$ cat src/inc/ref_dac_pkg.sv
// Purpose: Constants and types for the reference level converter control.
// Assumes: Registers are eight bits wide on a plain strobe port.
// Notes: Register offsets are local choices, listed in the hand-over.
//
// Notes on behaviour
// Ladder powered only while enable bit set.
// Five-bit code gives exactly 32 levels.
// Level is negative plus span times code/32.
// Positive source supply, pin or fixed reference.
// Output routes to comparator, ADC, pins.
// Each pin carries level only when enabled.
// Reference pin loses driver, detector, pull-up.
// Digital read of reference pin returns zero.
// Converter keeps running during sleep.
// Wake from sleep keeps first register intact.
// Reset disables, frees pins, clears code.
// Enable bit 7, pin enables 5 and 4.
// Source field 00 supply, 01 pin, 10 fixed.
// Negative source bit reads as zero.
// Register writes reach ladder next edge.
package ref_dac_pkg;
    // ****************************************************************
    // Register map and field layout.
    // ****************************************************************
    localparam logic [1:0] ADDR_FIRST = 2'h0; // First control register.
    localparam logic [1:0] ADDR_SECOND = 2'h1; // Second, level select.
    localparam int BIT_ENABLE = 7; // Converter enable bit.
    localparam int BIT_OE1 = 5; // Pin 1 output enable.
    localparam int BIT_OE2 = 4; // Pin 2 output enable.
    localparam int BIT_PSS_HI = 3; // Positive source field top.
    localparam int BIT_PSS_LO = 2; // Positive source field bottom.
    localparam int CODE_W = 5; // Level select width.
    localparam int LEVELS = 32; // Number of output levels.
    localparam logic [7:0] FIRST_RESET = 8'h00; // Reset value, first.
    localparam logic [4:0] CODE_RESET = 5'h00; // Reset value, code.
    localparam logic [7:0] FIRST_WMASK = 8'hBC; // Writable bits.
    localparam logic [1:0] PSS_SUPPLY = 2'h0; // Supply as source.
    localparam logic [1:0] PSS_PIN = 2'h1; // External pin as source.
    localparam logic [1:0] PSS_FIXED = 2'h2; // Fixed reference.
    localparam logic [1:0] PSS_RSVD = 2'h3; // Reserved code.

    // Settings that travel together to the analogue ladder.
    typedef struct packed {
        logic enable; // Ladder powered.
        logic [1:0] pos_src; // Positive source select.
        logic neg_src; // Negative source select, always ground here.
        logic [4:0] code; // Level select code.
        logic pin1_out; // Level on pin 1.
        logic pin2_out; // Level on pin 2.
    } ladder_t;
endpackage

$ cat src/verilog/ref_dac_control.sv
// Purpose: Control registers and pin override for the reference converter.
// Assumes: One clock, asynchronous active-low reset, plain register port.
// Notes: Sleep is only an input; no state reacts to it.
`timescale 1ns/1ns
`default_nettype none
module ref_dac_control
    import ref_dac_pkg::*;
#(
    parameter int LEVEL_BITS = CODE_W
) (
    input wire logic MCLK,
    input wire logic RESET_N,
    input wire logic [1:0] ADDR,
    input wire logic [7:0] WDATA,
    input wire logic WR,
    input wire logic RD,
    output logic [7:0] RDATA,
    input wire logic SLEEP,
    input wire logic [1:0] PIN_IN,
    output logic [1:0] PIN_DIG_IN,
    output logic [1:0] PIN_DRV_OFF,
    output logic [1:0] PIN_PULLUP_OFF,
    output logic [1:0] PIN_CCD_OFF,
    output ladder_t LADDER
);
    // ****************************************************************
    // Parameter check.
    // ****************************************************************
    // The ladder has exactly 32 taps, so no other width can be served.
    if (LEVEL_BITS != CODE_W || (1 << LEVEL_BITS) != LEVELS) begin : g_chk
        $error("Level code width must be five bits.");
    end

    // ****************************************************************
    // Registers.
    // ****************************************************************
    logic [7:0] first_r; // First control register, writable bits only.
    logic [7:0] first_nxt; // Next value of it.
    logic [4:0] code_r; // Level select code.
    logic [4:0] code_nxt; // Next value of it.
    logic [7:0] rdata_r; // Read data, valid the cycle after a read.
    logic [7:0] rdata_nxt; // Next value of it.

    // Reads show reserved bits and the negative source bit as zero.
    function automatic logic [7:0] read_mux(input logic [1:0] a,
                                            input logic [7:0] f,
                                            input logic [4:0] c);
        logic [7:0] v;
        v = 8'h00;
        if (a == ADDR_FIRST) begin
            v = f & FIRST_WMASK;
        end else if (a == ADDR_SECOND) begin
            v = {3'h0, c};
        end
        return v;
    endfunction

    // Write decode; sleep and wake are deliberately not looked at so
    // the settings ride through sleep untouched.
    always_comb begin
        first_nxt = first_r;
        code_nxt = code_r;
        rdata_nxt = 8'h00;
        if (WR && ADDR == ADDR_FIRST) begin
            first_nxt = WDATA & FIRST_WMASK;
        end
        if (WR && ADDR == ADDR_SECOND) begin
            code_nxt = WDATA[4:0];
        end
        if (RD) begin
            rdata_nxt = read_mux(ADDR, first_r, code_r);
        end
    end

    // Reset disables the converter, frees the pins and clears the code.
    always_ff @(posedge MCLK or negedge RESET_N) begin
        if (!RESET_N) begin
            first_r <= FIRST_RESET;
            code_r <= CODE_RESET;
            rdata_r <= 8'h00;
        end else begin
            first_r <= first_nxt;
            code_r <= code_nxt;
            rdata_r <= rdata_nxt;
        end
    end

    assign RDATA = rdata_r;

    // ****************************************************************
    // Ladder and pin control.
    // ****************************************************************
    // The ladder computes negative plus span times code over 32 itself;
    // this block only hands it the source choice and the code.
    // Reserved source code 11 is passed as written; software must not
    // use it, and decoding it here would hide that misuse.
    always_comb begin
        LADDER.enable = first_r[BIT_ENABLE];
        LADDER.pos_src = first_r[BIT_PSS_HI:BIT_PSS_LO];
        LADDER.neg_src = 1'b0;
        LADDER.code = code_r;
        LADDER.pin1_out = first_r[BIT_OE1];
        LADDER.pin2_out = first_r[BIT_OE2];
    end

    // Number of pins that can carry the reference level.
    localparam int PIN_COUNT = 2;

    logic [PIN_COUNT-1:0] pin_ref; // Pins carrying the reference level.

    // Pin 1 sits on bit 0 and pin 2 on bit 1, the way the pad ring
    // numbers them, while the enables sit the other way round in the
    // register; the swap is made here once.
    assign pin_ref = {first_r[BIT_OE2], first_r[BIT_OE1]};

    // ****************************************************************
    // Pin override, one slice per reference pin.
    // ****************************************************************
    // An analogue pin must not be loaded or sensed: the output driver,
    // the pull-up and the current-controlled drive are all switched off
    // while the pin carries the level. The input stage would see noise,
    // so its reading is forced to zero; software therefore cannot tell
    // the level on such a pin, which is the intended trade.
    for (genvar p = 0; p < PIN_COUNT; p++) begin : g_pin
        assign PIN_DRV_OFF[p] = pin_ref[p];
        assign PIN_PULLUP_OFF[p] = pin_ref[p];
        assign PIN_CCD_OFF[p] = pin_ref[p];
        assign PIN_DIG_IN[p] = PIN_IN[p] & ~pin_ref[p];

    end
endmodule
`default_nettype wire
$ cat config.mk
export PLATFORM = sky130hd
export DESIGN_NAME = ref_dac_control
export DESIGN_NICKNAME = d
export VERILOG_FILES = /design/src/inc/ref_dac_pkg.sv /design/src/verilog/ref_dac_control.sv
export SDC_FILE = /design/constraint.sdc
export NUM_CORES = 1
export LEC_CHECK = 0
export BUFFER_PORTS_ARGS = -buffer_cell sky130_fd_sc_hd__buf_2
export CAP_MARGIN = 0
export CORE_MARGIN = 2
export CORE_UTILIZATION = 35
export DETAILED_ROUTE_END_ITERATION = 10
export PLACE_DENSITY = 0.67
export SYNTH_ARGS = -nofsm -noshare
export SYNTH_HDL_FRONTEND = slang
export SYNTH_SLANG_ARGS = --single-unit
$ cat constraint.sdc
create_clock -name MCLK -period 0.8 [get_ports MCLK]
set_input_delay 0.16 -clock MCLK [delete_from_list [all_inputs] [get_ports MCLK]]
set_output_delay 0.16 -clock MCLK [all_outputs]
set_load 0.1 [all_outputs]
Word level (Yosys, flattened, before mapping). Index checks and enable logic that the tools add are counted.

Register bits: 18. Output and inout port bits: 27.

Eq/ne operators: 1. Muxes and demuxes: 3. Bitwise gates (word level): 4. Reduce and logical (&&, ||, !) cells: 3.

Operators by type and width (count): $mux W8 (2); $mux W5 (1); $and A1 B1 Y1 (2); $eq A2 B1 Y1 const B (1); $logic_and A1 B1 Y1 (2); $logic_not A2 Y1 (1); $not A1 Y1 (2).

Depth between registers and ports, before layout. Gate-level depths: netlist of the first run.

Depth in word-level cells: 4. Mapped depth: 3. Mapped depth without buffers: 2.

Least setup slack after synthesis of the first run. Ideal clock, no wire load.

Kind: register to output. Start point: reg first_r[4]. End point: out PIN_DIG_IN[1]. Arrival time: 2.266 ns. Path slack: -1.626 ns. Cell stages (with the launch flop): 2. Buffers on the path: 0. Path through: dfrtp_1 nor2b_1.

Cells in the longest elaborated chain, start to end: 2.

Ends and longest elaborated chain: start: declaration (RTL line ref_dac_control.sv:37) `logic [7:0] first_r;`; start signal: assignment (RTL line ref_dac_control.sv:82) `first_r <= first_nxt;`; $not A1 Y1 (RTL line ref_dac_control.sv:128) `assign PIN_DIG_IN[p] = PIN_IN[p] & ~pin_ref[p];`; $and A1 B1 Y1 (RTL line ref_dac_control.sv:128); end: declaration (RTL line ref_dac_control.sv:20) `output logic [1:0] PIN_DIG_IN,`.

No other way between the ends.

Worst setup path after layout of the first run.
Start point: reg first_r[4]. End point: out LADDER[0] in the netlist's numbering.

RTL lines: end: declaration (RTL line ref_dac_control.sv:24) `output ladder_t LADDER`.

No word-level cell between the ends.

==> results.json, run 1 <==
{
  "status": "finished, violations left",
  "violations": "negative setup slack",
  "pre_cts_slack_ns": -0.3473,
  "core_mm2": 0.001982,
  "r2r_slack_ns": -0.22,
  "drt-total-wl_um": 1969,
  "seq_power_share_pct": 26.6,
  "yosysSeqAreaShare_pct": 57.82,
  "grt_remaining_overflow": 0,
  "finalHoldViolations": 0,
  "final_common_cell": "buf_12",
  "n_antenna_cell": 0,
  "worstSetupEndpointType": "primary output",
  "cp.arrival_ns": 1.15,
  "drc": 0,
  "setup_violations": 42,
  "cts.sinks": 17,
  "min_period_ns": 1.307,
  "clk_pin_slew_ns": 0.11,
  "power_mw": 4.583,
  "rr_worst_depth": 3,
  "grt_pass1_vias": 635,
  "switching_share_pct": 48.16,
  "vias_per_cell": 4.508,
  "cts_buffers": 3,
  "ys_types": 13,
  "rows": 16,
  "min-delay-start": "WDATA[0]",
  "netlist_instances": 53,
  "setup_slack_ns": -0.5071,
  "place.gp.congestion": 0.7046,
  "die_y_um": 49.85,
  "hold_end": "code_r[0]",
  "crit_required_ns": 0.64,
  "grt_usage_pct": 17.57,
  "fin_nets": 119,
  "ys_warn_count": 0,
  "power.density_mw_per_mm2": 2886,
  "wire_per_inst_um": 15.38,
  "cap_violations": 0,
  "antenna_found_initial": 0,
  "timing.rr.start": "first_r[4]",
  "r2r-end": "RDATA[4]",
  "drive_gt1_share_pct": 88.12,
  "synth_area_per_cell_um2": 13.88,
  "vdd_drop_max_uv": 2344,
  "slew_viol_final": 0,
  "power_frac_comb_pct": 63.1,
  "port_buffers": 39,
  "worstSetupPathType": "reg -> out",
  "hp-class": "in -> reg",
  "start_util_pct": 37.12,
  "io_pins": 44,
  "power_frac_clock_pct": 10.2,
  "p_int_mw": 2.376,
  "h-tree-depth": 1,
  "cts-root-buf": "clkbuf_4",
  "layout_common_cells": "27 x buf_12, 17 x dfrtp_4, 14 x buf_2",
  "hpwlAfterDp_um": 1400,
  "area_growth_pct": 115.8,
  "fmax_mhz": 765.1,
  "die_area_mm2": 0.002485,
  "grt_max_degree": 18,
  "drt_iter0_drc": 3,
  "clk_path_buf_depth": 2,
  "worst_clock_skew_ns": 0.006796,
  "power_leakage_nw": 0.7180,
  "die_w_um": 49.85,
  "period_share_pct": 163.4,
  "syn-cell-area_um2": 735.7,
  "drt_first_pass_iters": 4,
  "start_kind": "flop",
  "whs_path_depth": 2,
  "synth-seq-cells": 17,
  "postRouteAntennaNets": 0,
  "power_switching_mw": 2.207,
  "grt_pass1_wl_um": 3215,
  "clk_latency_ns": 0.29,
  "critPathMaxFanout": 5,
  "via_count": 577,
  "rsz0062_at_grt": "yes",
  "cts_tree": "yes"
}
==> sequential cells by signal, summed over array words and instances, names as in the netlist <==
| signal | cells |
|---|---|
| code_r | 5 |
| first_r | 5 |
| RDATA | 7 |
==> area by class of cell <==
class / count / area, um^2
Multi-Input combinational cell: 28 / 311.5
Sequential cell: 17 / 489.2
Clock inverter: 1 / 5.005
Fill cell: 105 / 394.1
Tap cell: 27 / 33.78
Timing Repair Buffer: 52 / 725.7
Clock buffer: 3 / 22.52
==> through the flow <==
step / utilization (%) / TNS (ns) / area, um^2 / hold slack [ns] / std cells
global placement: 72.29 / -4.622 / 1433 / 0.08766 / 115
finish: 80.11 / -12.50 / 1588 / 0.09025 / 128
floorplan: - / -6.293 / 844.6 / -0.1356 / 54
detailed placement: 72.29 / -5.040 / 1433 / 0.09683 / 115
global route: 80.11 / -13.31 / 1588 / 0.08160 / 128
CTS: 78.98 / -12.45 / 1565 / 0.08884 / 128
==> logic make-up after synthesis <==
group         after synthesis  share of synthesized area [%]
simple gates               13                          12.59
mux                        13                          19.39
buf+inv                     9                          9.694
other cells                 1                         0.5097
flops                      17                          57.82
==> synth_stat cells, drive strengths merged <==
cell    number  area (um^2)
nor3b        3        33.78
mux2        10        112.6
nor2b        3        18.77
conb         1        3.750
nor2         3        11.26
dfrtp       17        425.4
nand3b       1        7.510
buf          9        71.32
nand2b       1        6.260
mux2i        3        30.03
and3         2        15.01
==> worst max path at each step <==
stage          cells after the start       start       endpoint
3_3_place_gp                       3     ADDR[1]     first_r[4]
5_1_grt                            2  first_r[4]  PIN_DIG_IN[1]
2_1_floorplan                      1  first_r[4]  PIN_DIG_IN[1]
3_5_place_dp                       3     ADDR[1]     first_r[5]
4_1_cts                            2  first_r[4]      LADDER[0]
6_report                           2  first_r[4]      LADDER[0]
==> per-layer routing <==
layer / up-vias / track usage (%) / part of all wire (%)
li1: 264 / - / -
met1: 287 / 20.39 / 38
met2: 24 / 32.00 / 55
met3: 2 / 3.636 / 5.4
met4: 0 / 5.556 / 0.96
met5: - / 0 / 0
==> timing repair <==
item,4_1_cts,5_1_grt
resized for setup,9,12
hold buffers,1,0
buffers inserted,8,7
hold endpoints to repair,17,0
setup endpoints to repair,39,42
pin swaps,0,1
==> power by group through the flow <==
| stage | clock network (mW) | logic, mW | registers [mW] |
|---|---|---|---|
| 5_1_grt | 0.500 | 2.96 | 1.23 |
| 6_report | 0.470 | 2.89 | 1.22 |
| 3_3_place_gp | 0 | 2.65 | 1.23 |
| 4_1_cts | 0.468 | 2.88 | 1.22 |
| 3_5_place_dp | 0 | 2.68 | 1.24 |
| 2_1_floorplan | 0 | 0.869 | 2.04 |
==> worst max-delay path, stage by stage, from the launching register on <==
cell and delay, ns:
dfrtp_4 0.53, buf_12 0.16, buf_12 0.16
Power figures use the tool's default switching activity.
==> run 2, diff against run 1 <==
- SKIP_CTS_REPAIR_TIMING: default -> 1
==> results.json, run 2 (synthesis gave the netlist of run 1 again) <==
{
  "violations": "negative setup slack",
  "register_area_um2": 489.2,
  "worstSetupPathType": "reg -> out",
  "vdd_drop_max_uv": 2451,
  "critPathMaxFanout": 3,
  "whs_path_depth": 2,
  "fmax_mhz": 752.3,
  "finalHoldViolations": 0,
  "drt-total-wl_um": 1888,
  "start_util_pct": 37.12,
  "worst_clock_skew_ns": 0.008019,
  "cap_violations": 0,
  "crit_path_cell_trace": "nor2b_4 -> buf_12",
  "slew_viol_final": 0,
  "tns_ns": -11.48,
  "via_count": 562,
  "period_share_pct": 166.2,
  "drc": 0,
  "start_kind": "flop",
  "largest_reg_flops": 7,
  "min_period_ns": 1.329,
  "grt_max_degree": 18,
  "io_pins": 44,
  "power_mw": 4.450,
  "port_buffers": 39,
  "drt_first_pass_iters": 4,
  "postRouteAntennaNets": 0,
  "hpwlAfterDp_um": 1400,
  "cp_slowest_cell": "dfrtp_4",
  "fillers": 116,
  "wire_per_inst_um": 15.35,
  "r2r_slack_ns": -0.21,
  "crit_required_ns": 0.64,
  "antenna_found_initial": 0,
  "h-tree-depth": 1,
  "cts_buffers": 3,
  "die_y_um": 49.85,
  "setup_slack_ns": -0.5292,
  "final_common_cell": "buf_12",
  "setup_violations": 39,
  "die_area_mm2": 0.002485,
  "power_leakage_nw": 0.6690,
  "cts_tree": "yes",
  "grt_pass1_vias": 590,
  "pre_cts_slack_ns": -0.3473,
  "min-delay-start": "WDATA[0]",
  "place.gp.congestion": 0.7046,
  "layout_common_cells": "27 x buf_12, 17 x dfrtp_4, 14 x buf_2",
  "fin_nets": 114,
  "grt_remaining_overflow": 0,
  "cts-root-buf": "clkbuf_4",
  "timing.rr.start": "first_r[4]",
  "hold_end": "code_r[0]",
  "grt_pass1_wl_um": 2787,
  "cts.sinks": 17,
  "whs_ns": 0.09152,
  "clk_path_buf_depth": 2,
  "n_antenna_cell": 0,
  "die_w_um": 49.85,
  "drt_iter0_drc": 2,
  "design_area_mm2": 0.001511,
  "rows": 16,
  "placed_area_mm2": 0.001433,
  "cpPeakStageDelay_ns": 0.53,
  "core_mm2": 0.001982,
  "area_growth_pct": 105.4,
  "clk_latency_ns": 0.29,
  "grt_usage_pct": 15.04,
  "drive_gt1_share_pct": 87.50,
  "multi_input_area_um2": 295.3,
  "power.density_mw_per_mm2": 2944,
  "r2r-end": "RDATA[4]",
  "rsz0062_at_grt": "yes",
  "worstSetupEndpointType": "primary output",
  "vias_per_cell": 4.569,
  "cp.arrival_ns": 1.17,
  "hp-class": "in -> reg",
  "status": "finished, violations left",
  "rr_worst_depth": 3,
  "clk_pin_slew_ns": 0.11
}
-- run 2: power breakdown --
group / leakage, nW / internal (mW) / total [mW] / switching [mW]
Sequential: 0.191 / 1.05 / 1.23 / 0.174
Clock: 0.0177 / 0.186 / 0.466 / 0.281
Combinational: 0.460 / 1.04 / 2.76 / 1.72
-- run 2: area by class of cell --
| cell class | count | area share [%] |
|---|---|---|
| clock buffers | 3 | 1.490 |
| clock inverters | 1 | 0.3311 |
| well taps | 27 | 2.235 |
| flip-flops and latches | 17 | 32.37 |
| multi-input cells | 28 | 19.54 |
| repair buffers | 47 | 44.04 |
-- run 2: how the worst max path moves through the flow --
stage / start / end / slack, ns / cells past startpoint
2_1_floorplan: first_r[4] / PIN_DIG_IN[1] / -0.53 / 1
3_3_place_gp: ADDR[1] / first_r[4] / -0.29 / 3
3_5_place_dp: ADDR[1] / first_r[5] / -0.35 / 3
4_1_cts: first_r[4] / LADDER[0] / -0.51 / 2
5_1_grt: first_r[4] / PIN_DIG_IN[1] / -0.56 / 2
6_report: first_r[4] / PIN_DIG_IN[1] / -0.53 / 2
-- run 2: per-stage QoR --
step	std cells	utilization, %
6_report	123	76.26
3_5_place_dp	115	72.29
4_1_cts	119	73.67
5_1_grt	123	76.26
3_3_place_gp	115	72.29
2_1_floorplan	54	-
-- run 2: layer usage --
metal  vias up  global-route usage (%)  routed length [um]
li1        254                       -                   -
met1       283                   16.05                 714
met2        21                   28.22                1030
met3         4                   3.636                 101
met4         0                   5.556                  41
met5         -                       0                   0
-- run 2: worst max-delay path, delay by kind of cell, from the launching register on --
kind / cells / cell delay (ns)
flip-flops: 1 / 0.53
buffers and inverters: 1 / 0.18
AND/OR/NAND/NOR: 1 / 0.16
